**src/hdl/frss_consts.svh**
```systemverilog
// frss_consts.svh: timing counts, command codes and status bit positions
// assumes a 20 MHz controller clock (50 ns period)
`ifndef FRSS_CONSTS_SVH
`define FRSS_CONSTS_SVH

`define FRSS_CLK_NS            50
// reset low time in ns, and cycles rounded up
`define FRSS_RST_LOW_NS        100
`define FRSS_RST_LOW_CYC       ((`FRSS_RST_LOW_NS + `FRSS_CLK_NS - 1) / `FRSS_CLK_NS)
// worst-case reset completion during erase/program, in us
`define FRSS_RST_DONE_US       22
`define FRSS_RST_DONE_CYC      ((`FRSS_RST_DONE_US * 1000 + `FRSS_CLK_NS - 1) / `FRSS_CLK_NS)
// recovery after reset release before reads or writes, in ns
`define FRSS_RECOVER_NS        150
`define FRSS_RECOVER_CYC       ((`FRSS_RECOVER_NS + `FRSS_CLK_NS - 1) / `FRSS_CLK_NS)
// suspend latencies, in us
`define FRSS_PGM_SUSP_US       10
`define FRSS_PGM_SUSP_CYC      ((`FRSS_PGM_SUSP_US * 1000) / `FRSS_CLK_NS)
`define FRSS_ERS_SUSP_US       20
`define FRSS_ERS_SUSP_CYC      ((`FRSS_ERS_SUSP_US * 1000) / `FRSS_CLK_NS)
// least resume-to-suspend spacing, in us
`define FRSS_RESUME_GAP_US     500
`define FRSS_RESUME_GAP_CYC    ((`FRSS_RESUME_GAP_US * 1000 + `FRSS_CLK_NS - 1) / `FRSS_CLK_NS)
// completion limits, in s
`define FRSS_PARAM_ERS_S       4
`define FRSS_MAIN_ERS_S        5
`define FRSS_CHIP_ERS_S        350
`define FRSS_CYC_PER_S         20000000
// strobe timing: low pulse and high gap, in cycles (50 ns and 20 ns min)
`define FRSS_WR_LOW_CYC        1
`define FRSS_WR_HIGH_CYC       1
// status word bit positions
`define FRSS_BIT_PART_READY    7
`define FRSS_BIT_GLOBAL_READY  15
// command codes (read status, suspend, resume)
`define FRSS_CMD_READ_STATUS   16'h0070
`define FRSS_CMD_SUSPEND       16'h00b0
`define FRSS_CMD_RESUME        16'h00d0

`endif

```
**src/hdl/frss_pkg.sv**
```systemverilog
// frss_pkg: types shared by the flash reset/suspend/status controller
// assumes frss_consts.svh for all numeric values
`default_nettype none
package frss_pkg;
   typedef enum logic [2:0] {
      FRSS_OP_NONE,
      FRSS_OP_WRITE,
      FRSS_OP_SUSPEND_PGM,
      FRSS_OP_SUSPEND_ERS,
      FRSS_OP_RESUME,
      FRSS_OP_POLL,
      FRSS_OP_RESET
   } frss_op_type;

   typedef enum logic [1:0] {
      FRSS_WAIT_PARAM_ERS,
      FRSS_WAIT_MAIN_ERS,
      FRSS_WAIT_CHIP_ERS,
      FRSS_WAIT_PROGRAM
   } frss_wait_type;

   // user request
   typedef struct packed {
      frss_op_type   op;
      frss_wait_type wait_kind;
      logic          use_global;
      logic [20:0]   addr;
      logic [15:0]   data;
   } frss_req_type;

   // flash pins driven by the controller
   typedef struct packed {
      logic        rst_n;
      logic        ce_n;
      logic        we_n;
      logic        oe_n;
      logic [20:0] addr;
      logic [15:0] dq_out;
      logic        dq_oe;
   } frss_pins_type;
endpackage : frss_pkg
`default_nettype wire

```
**src/hdl/frss_ctrl.sv**
```systemverilog
// frss_ctrl: host-side controller for reset, suspend/resume and ready polling
// of an asynchronous multi-partition flash; pins are sampled on i_clk.
// Contract
// - hold reset low at least 100 ns for a guaranteed read-time reset.
// - at power-up keep reset low 100 ns after supply is stable.
// - leave 500 us between erase resume and the next erase suspend.
// - without status-read timing, poll the global ready bit instead.
// - later falling strobe opens a write, earlier rising strobe closes it.
`include "frss_consts.svh"
`default_nettype none
module frss_ctrl #(
   parameter longint PARAM_ERS_CYC = `FRSS_PARAM_ERS_S * `FRSS_CYC_PER_S,
   parameter longint MAIN_ERS_CYC  = `FRSS_MAIN_ERS_S * `FRSS_CYC_PER_S,
   parameter longint CHIP_ERS_CYC  = longint'(`FRSS_CHIP_ERS_S) * `FRSS_CYC_PER_S,
   parameter longint PROGRAM_CYC   = `FRSS_MAIN_ERS_S * `FRSS_CYC_PER_S,
   parameter longint RST_DONE_CYC  = `FRSS_RST_DONE_CYC,
   parameter longint RESUME_GAP_CYC = `FRSS_RESUME_GAP_CYC
) (
   // clock and reset
   input  wire logic                  i_clk,
   input  wire logic                  i_rst,
   // user request port
   input  wire logic                  i_req_valid,
   input  wire frss_pkg::frss_req_type i_req,
   output logic                       o_req_ready,
   output logic                       o_done,
   output logic                       o_timeout,
   output logic [15:0]                o_status,
   // flash pins
   output var frss_pkg::frss_pins_type o_pins,
   input  wire logic [15:0]           i_dq
);
   import frss_pkg::*;

   localparam int TW = 34;

   typedef enum logic [3:0] {
      S_POWERUP, S_RECOVER, S_IDLE, S_WR_LOW, S_WR_HIGH, S_RD_LOW, S_RD_SAMPLE,
      S_RD_GAP, S_RST_LOW, S_RST_WAIT
   } frss_state_type;

   frss_state_type state_reg;
   frss_req_type   req_reg;
   logic           polling_reg;
   logic           suspend_wait_reg;
   logic [7:0]     step_reg;
   logic           tmr_load;
   logic [TW-1:0]  tmr_count;
   logic           tmr_done;
   logic           gap_load;
   logic           gap_done;

   // ready bit chosen by the request; global covers engine busy elsewhere
   function automatic logic ready_of(input logic [15:0] sw, input logic glob);
      ready_of = glob ? sw[`FRSS_BIT_GLOBAL_READY] : sw[`FRSS_BIT_PART_READY];
   endfunction : ready_of

   function automatic logic [TW-1:0] limit_of(input frss_wait_type k);
      case (k)
         FRSS_WAIT_PARAM_ERS: limit_of = TW'(PARAM_ERS_CYC);
         FRSS_WAIT_MAIN_ERS:  limit_of = TW'(MAIN_ERS_CYC);
         FRSS_WAIT_CHIP_ERS:  limit_of = TW'(CHIP_ERS_CYC);
         default:             limit_of = TW'(PROGRAM_CYC);
      endcase
   endfunction : limit_of

   frss_timer #(.WIDTH(TW)) u_op_timer (
      .i_clk   (i_clk),
      .i_rst   (i_rst),
      .i_load  (tmr_load),
      .i_count (tmr_count),
      .o_done  (tmr_done)
   );

   // resume-to-suspend spacing runs independently of the operation timer
   frss_timer #(.WIDTH(TW)) u_gap_timer (
      .i_clk   (i_clk),
      .i_rst   (i_rst),
      .i_load  (gap_load),
      .i_count (TW'(RESUME_GAP_CYC)),
      .o_done  (gap_done)
   );

   wire logic accept = (state_reg == S_IDLE) && i_req_valid &&
                       !(i_req.op == FRSS_OP_SUSPEND_ERS && !gap_done);

   always_comb begin
      tmr_load  = 1'b0;
      tmr_count = '0;
      gap_load  = 1'b0;
      case (state_reg)
         S_IDLE: begin
            if (accept) begin
               case (i_req.op)
                  FRSS_OP_RESET: begin
                     tmr_load  = 1'b1;
                     tmr_count = TW'(`FRSS_RST_LOW_CYC);
                  end
                  FRSS_OP_POLL: begin
                     tmr_load  = 1'b1;
                     tmr_count = limit_of(i_req.wait_kind);
                  end
                  FRSS_OP_SUSPEND_PGM: begin
                     tmr_load  = 1'b1;
                     tmr_count = TW'(`FRSS_PGM_SUSP_CYC);
                  end
                  FRSS_OP_SUSPEND_ERS: begin
                     tmr_load  = 1'b1;
                     tmr_count = TW'(`FRSS_ERS_SUSP_CYC);
                  end
                  FRSS_OP_RESUME: begin
                     gap_load  = 1'b1;
                  end
                  default: begin
                  end
               endcase
            end
         end
         S_RST_LOW: begin
            if (tmr_done) begin
               tmr_load  = 1'b1;
               tmr_count = TW'(RST_DONE_CYC);
            end
         end
         default: begin
         end
      endcase
   end

   // main sequencer
   always_ff @(posedge i_clk or posedge i_rst) begin
      if (i_rst) begin
         state_reg        <= S_POWERUP;
         req_reg          <= '0;
         polling_reg      <= 1'b0;
         suspend_wait_reg <= 1'b0;
         step_reg         <= '0;
      end else begin
         case (state_reg)
            S_POWERUP: begin
               // reset stays low from power-up for the minimum low time
               step_reg <= step_reg + 8'h01;
               if (step_reg >= 8'(`FRSS_RST_LOW_CYC)) begin
                  state_reg <= S_RECOVER;
                  step_reg  <= '0;
               end
            end
            S_RECOVER: begin
               step_reg <= step_reg + 8'h01;
               if (step_reg >= 8'(`FRSS_RECOVER_CYC)) begin
                  state_reg <= S_IDLE;
                  step_reg  <= '0;
               end
            end
            S_IDLE: begin
               if (accept) begin
                  req_reg <= i_req;
                  case (i_req.op)
                     FRSS_OP_RESET: state_reg <= S_RST_LOW;
                     FRSS_OP_POLL: begin
                        polling_reg <= 1'b1;
                        state_reg   <= S_WR_LOW;
                     end
                     FRSS_OP_NONE: state_reg <= S_IDLE;
                     default: begin
                        suspend_wait_reg <= (i_req.op == FRSS_OP_SUSPEND_PGM) ||
                                            (i_req.op == FRSS_OP_SUSPEND_ERS);
                        state_reg        <= S_WR_LOW;
                     end
                  endcase
               end
            end
            S_WR_LOW: begin
               state_reg <= S_WR_HIGH;
            end
            S_WR_HIGH: begin
               if (polling_reg || suspend_wait_reg) begin
                  state_reg <= S_RD_LOW;
               end else begin
                  state_reg <= S_IDLE;
               end
            end
            S_RD_LOW: begin
               state_reg <= S_RD_SAMPLE;
            end
            S_RD_SAMPLE: begin
               if (ready_of(i_dq, req_reg.use_global) || tmr_done) begin
                  state_reg        <= S_IDLE;
                  polling_reg      <= 1'b0;
                  suspend_wait_reg <= 1'b0;
               end else begin
                  state_reg <= S_RD_GAP;
               end
            end
            S_RD_GAP: begin
               state_reg <= S_RD_LOW;
            end
            S_RST_LOW: begin
               if (tmr_done) begin
                  state_reg <= S_RST_WAIT;
               end
            end
            S_RST_WAIT: begin
               // reset line is released; wait for the worst-case completion
               if (tmr_done) begin
                  state_reg <= S_RECOVER;
                  step_reg  <= '0;
               end
            end
            default: state_reg <= S_POWERUP;
         endcase
      end
   end

   // pins, all from flip-flops
   always_ff @(posedge i_clk or posedge i_rst) begin
      if (i_rst) begin
         o_pins <= '{rst_n: 1'b0, ce_n: 1'b1, we_n: 1'b1, oe_n: 1'b1, addr: '0,
                     dq_out: '0, dq_oe: 1'b1};
      end else begin
         o_pins.rst_n <= !(state_reg == S_POWERUP ||
                           (state_reg == S_IDLE && accept && i_req.op == FRSS_OP_RESET) ||
                           (state_reg == S_RST_LOW && !tmr_done));
         // both strobes fall together and rise together
         o_pins.ce_n  <= !(state_reg == S_IDLE && accept && i_req.op != FRSS_OP_RESET &&
                           i_req.op != FRSS_OP_NONE) && !(state_reg == S_RD_GAP) &&
                         !(state_reg == S_WR_HIGH && (polling_reg || suspend_wait_reg)) &&
                         !(state_reg == S_RD_LOW);
         o_pins.we_n  <= !(state_reg == S_IDLE && accept && i_req.op != FRSS_OP_RESET &&
                           i_req.op != FRSS_OP_NONE);
         o_pins.oe_n  <= !(state_reg == S_RD_GAP ||
                           (state_reg == S_WR_HIGH && (polling_reg || suspend_wait_reg)) ||
                           state_reg == S_RD_LOW);
         if (state_reg == S_IDLE && accept) begin
            o_pins.addr <= i_req.addr;
            case (i_req.op)
               FRSS_OP_SUSPEND_PGM,
               FRSS_OP_SUSPEND_ERS: o_pins.dq_out <= `FRSS_CMD_SUSPEND;
               FRSS_OP_RESUME:      o_pins.dq_out <= `FRSS_CMD_RESUME;
               FRSS_OP_POLL:        o_pins.dq_out <= `FRSS_CMD_READ_STATUS;
               default:             o_pins.dq_out <= i_req.data;
            endcase
         end
         // drive data only during the write low phase (enable is active low)
         o_pins.dq_oe <= !(state_reg == S_IDLE && accept && i_req.op != FRSS_OP_RESET &&
                           i_req.op != FRSS_OP_NONE);
      end
   end

   // user answers
   always_ff @(posedge i_clk or posedge i_rst) begin
      if (i_rst) begin
         o_req_ready <= 1'b0;
         o_done      <= 1'b0;
         o_timeout   <= 1'b0;
         o_status    <= '0;
      end else begin
         o_req_ready <= (state_reg == S_IDLE) && !accept;
         o_done      <= 1'b0;
         o_timeout   <= 1'b0;
         if (state_reg == S_RD_SAMPLE) begin
            o_status <= i_dq;
            if (ready_of(i_dq, req_reg.use_global)) begin
               o_done <= 1'b1;
            end else if (tmr_done) begin
               o_done    <= 1'b1;
               o_timeout <= 1'b1;
            end
         end else if ((state_reg == S_WR_HIGH && !polling_reg && !suspend_wait_reg) ||
                      (state_reg == S_RST_WAIT && tmr_done)) begin
            o_done <= 1'b1;
         end
      end
   end
endmodule : frss_ctrl
`default_nettype wire

```
**src/hdl/frss_timer.sv**
```systemverilog
// frss_timer: loadable down counter with a done flag
// assumes load is a one-cycle pulse; width fits the longest count
`include "frss_consts.svh"
`default_nettype none
module frss_timer #(
   parameter int WIDTH = 34
) (
   // clock and reset
   input  wire logic             i_clk,
   input  wire logic             i_rst,
   // control
   input  wire logic             i_load,
   input  wire logic [WIDTH-1:0] i_count,
   // status
   output logic                  o_done
);
   logic [WIDTH-1:0] count_reg;

   always_ff @(posedge i_clk or posedge i_rst) begin
      if (i_rst) begin
         count_reg <= '0;
      end else if (i_load) begin
         count_reg <= i_count;
      end else if (count_reg != '0) begin
         count_reg <= count_reg - 1'b1;
      end
   end

   // done stays low during the load cycle itself
   always_ff @(posedge i_clk or posedge i_rst) begin
      if (i_rst) begin
         o_done <= 1'b1;
      end else if (i_load) begin
         o_done <= 1'b0;
      end else begin
         o_done <= (count_reg <= {{(WIDTH-1){1'b0}}, 1'b1});
      end
   end
endmodule : frss_timer
`default_nettype wire

```
**config.mk**
```make
export PLATFORM = sky130hd
export DESIGN_NAME = frss_ctrl
export DESIGN_NICKNAME = d
export VERILOG_FILES = /design/src/hdl/frss_pkg.sv /design/src/hdl/frss_ctrl.sv /design/src/hdl/frss_timer.sv
export VERILOG_INCLUDE_DIRS = /design/src /design/src/hdl
export SDC_FILE = /design/constraint.sdc
export NUM_CORES = 1
export LEC_CHECK = 0
export BUFFER_PORTS_ARGS = -buffer_cell sky130_fd_sc_hd__buf_2
export CORE_UTILIZATION = 55
export DETAILED_ROUTE_END_ITERATION = 12
export HOLD_SLACK_MARGIN = 0.06
export PLACE_DENSITY = 0.78
export SYNTH_ARGS = -nofsm -noshare
export SYNTH_HDL_FRONTEND = slang
export SYNTH_SLANG_ARGS = --single-unit
```
**constraint.sdc**
```tcl
create_clock -name i_clk -period 5.6 [get_ports i_clk]
set_input_delay 1.12 -clock i_clk [delete_from_list [all_inputs] [get_ports i_clk]]
set_output_delay 1.12 -clock i_clk [all_outputs]
set_load 0.02 [all_outputs]
```
==> flow_summary.json <==
{
  "vias": 6351,
  "gr-total-overflow": 0,
  "fin_setup_tns_ns": 0,
  "post_cts_buffers": 0,
  "postSynthAreaPerCell_um2": 9.944,
  "hold_viol_final": 0,
  "layout_common_cells": "140 x dfrtp_1, 122 x buf_2, 68 x nand2_1, 64 x nor2_1, 45 x a21oi_1",
  "drt_iter0_markers": 632,
  "outcome": "completed",
  "maxCapViolations": 0,
  "cts-hold-fix-buffers": 0,
  "fin_skew_ns": 0.006792,
  "grt_max_degree": 89,
  "cpMostUsedCell": "nor3_1",
  "area_growth_pct": 18.48,
  "cts_tree": "done",
  "p_total_mw": 2.413,
  "yosysTopAreaCell": "dfrtp_1",
  "h-tree-depth": 4,
  "layout-drive-gt1-share": 0.2685,
  "die_w_um": 118.0,
  "cts_buffers": 17,
  "arrival_ns": 3.53,
  "synthArstFlopShare": 1.000,
  "cp.required_ns": 5.90,
  "synth-main-ff-cell": "dfrtp_1",
  "rrSetupSlack_ns": 2.36,
  "largest_reg_flops": 41,
  "p_leak_nw": 4.079,
  "crit_chain": "or4_1, or4_4, nor3_1, nor3_1, or3b_1",
  "gp_congestion": 0.9181,
  "worst_pin_slew_ns": 1.141,
  "ir_drop_mv": 0.2714,
  "rsz0062_at_grt": "false",
  "power_density_nw_per_um2": 275.2,
  "cts_sinks": 145,
  "vias_per_cell": 6.107,
  "firstDrtPassIters": 5,
  "clkTransAtPathRegs_ns": 0.06,
  "wl_per_cell_um": 17.62,
  "ys_types": 69,
  "grt_usage": 0.2732,
  "insertion_delay_ns": 0.42,
  "synth_seq_cells": 145,
  "cts_root_buf": "clkbuf_16",
  "ios": 123,
  "r2r-end": "u_gap_timer.count_reg[13]",
  "core_um2": 13190,
  "critPathKind": "reg2reg",
  "clk_path_buf_depth": 2,
  "fp.dieH_um": 118.0,
  "dp_hpwl_mm": 12.46,
  "num_rows": 42,
  "drcViolationCount": 0,
  "grt_pass1_wl_mm": 30.03,
  "ff2ff_path_depth": 5,
  "synth_edf_count": 0,
  "cp-startpoint": "u_gap_timer.count_reg[23]",
  "synth_nets": 812,
  "die_area_um2": 13920,
  "period_share": 0.5779,
  "antenna_found_initial": 0,
  "postRouteAntennaNets": 0,
  "syn_area_um2": 7398,
  "synth-seq-area-share": 0.4913,
  "end_kind": "flip-flop",
  "max_freq_ghz": 0.3090,
  "layout_commonest_cell": "dfrtp_1",
  "crit_path_max_incr_delay_ns": 0.91,
  "path_max_fanout": 11,
  "synth_top_area_frac": 0.4735,
  "hold_class": "reg2reg",
  "grt_pass1_vias": 6106,
  "timing.rr.start": "u_gap_timer.count_reg[23]",
  "setup_viol": 0,
  "critPathSlowestCell": "nor3_1",
  "synth-warning-count": 0,
  "slew-limit-headroom": 0.2323,
  "diodes": 0,
  "crit_end": "u_gap_timer.count_reg[13]",
  "cp-start-kind": "flip-flop",
  "initial_core_util": 0.5609,
  "cts_resized": 0,
  "io_buffers": 122,
  "slew_violations": 0,
  "syn_inst": 744,
  "final_net_count": 919,
  "totalWireLength_mm": 18.33,
  "fillers": 1002,
  "synth_area_leaders": "dfrtp_1 47%, mux2_2 6.4%, nand2_1 3.5%",
  "post-route-min-period_ns": 3.236
}
-- cells in the mapped netlist (3+ instances only) --
| master | instances |
|---|---|
| a21o_1 | 5 |
| o21a_1 | 4 |
| o21ai_0 | 42 |
| xnor2_1 | 16 |
| o211ai_1 | 6 |
| mux2_2 | 42 |
| o22ai_1 | 6 |
| nand2b_1 | 7 |
| a21oi_1 | 45 |
| and4_1 | 4 |
| inv_1 | 17 |
| nor4_2 | 3 |
| a31oi_1 | 4 |
| mux2i_1 | 3 |
| nand4_1 | 16 |
| nor2b_1 | 5 |
| clkbuf_1 | 30 |
| nor4_1 | 19 |
| nor2_1 | 64 |
| nor3b_1 | 4 |
| or2_2 | 6 |
| dfrtp_1 | 140 |
| or3b_1 | 3 |
| a31o_2 | 4 |
| buf_2 | 3 |
| or3_1 | 12 |
| and3_1 | 9 |
| nand3_1 | 16 |
| nor3_1 | 29 |
| or4_1 | 17 |
| nand4b_1 | 6 |
| dfstp_2 | 5 |
| and2_1 | 4 |
| ha_1 | 6 |
| nand2_1 | 68 |
| o31ai_1 | 10 |
| nor4b_1 | 3 |
| xor2_1 | 18 |
-- kinds of logic after synthesis --
logic type | count (synthesis) | share of synthesized area
and+or+nand+nor | 313 | 0.2356
AOI/OAI and AO/OA | 147 | 0.1226
DFF | 145 | 0.4913
buffers and inverters | 54 | 0.03213
muxes | 45 | 0.06799
xor gates and xnor gates | 34 | 0.04025
adders and majority gates | 6 | 0.01015
-- layout make-up --
type | instances | area (um^2) | area share
Sequential cell | 145 | 3635 | 0.4146
Multi-Input combinational cell | 545 | 3531 | 0.4028
Timing Repair Buffer | 125 | 633.1 | 0.07222
Clock buffer | 22 | 474.2 | 0.05410
Tap cell | 176 | 220.2 | 0.02512
Clock inverter | 10 | 203.9 | 0.02327
Inverter | 17 | 68.82 | 0.007850
-- worst min-delay path by stage --
stage | from | end | cells past startpoint
floorplan | u_gap_timer.count_reg[26] | u_gap_timer.count_reg[26] | 1
global placement | o_pins[10] | o_pins[10] | 2
detailed placement | o_pins[11] | o_pins[11] | 2
CTS | o_pins[11] | o_pins[11] | 2
global route | o_pins[8] | o_pins[8] | 2
finish | o_pins[11] | o_pins[11] | 2
-- report_power, final --
group | switching [mW] | internal, mW | leakage (nW) | total, mW
clock | 0.424 | 0.869 | 0.334 | 1.29
combinational | 0.0469 | 0.0233 | 1.87 | 0.0702
sequential | 0.000475 | 1.05 | 1.88 | 1.05
-- metal layers --
layer  global-route usage  share of wire  routed length, um  vias to the layer above
met2               0.4522           0.50               9150                      228
li1                     -              -                  -                     2930
met4              0.09535          0.022                395                        0
met5                    0              0                  0                        -
met1               0.3592           0.43               7831                     3154
met3              0.05184          0.052                947                       39
-- critical path: cells and delay by family (launching register included) --
family,cells,cell delay (ns)
flops,1,0.44
simple gates,5,2.65
-- through the flow --
| step | hold WS (ns) | std cells | utilization | cell area, um^2 | worst slack (ns) |
|---|---|---|---|---|---|
| global route | 0.4967 | 1040 | 0.6646 | 8766 | 2.143 |
| detailed placement | 0.4658 | 1008 | 0.6132 | 8088 | 2.163 |
| global placement | 0.4623 | 1008 | 0.6132 | 8088 | 2.261 |
| floorplan | 0.4426 | 744 | - | 7398 | 0.5936 |
| CTS | 0.4789 | 1040 | 0.6646 | 8766 | 2.393 |
| finish | 0.4767 | 1040 | 0.6646 | 8766 | 2.364 |
(Power assumes the default switching activity.)
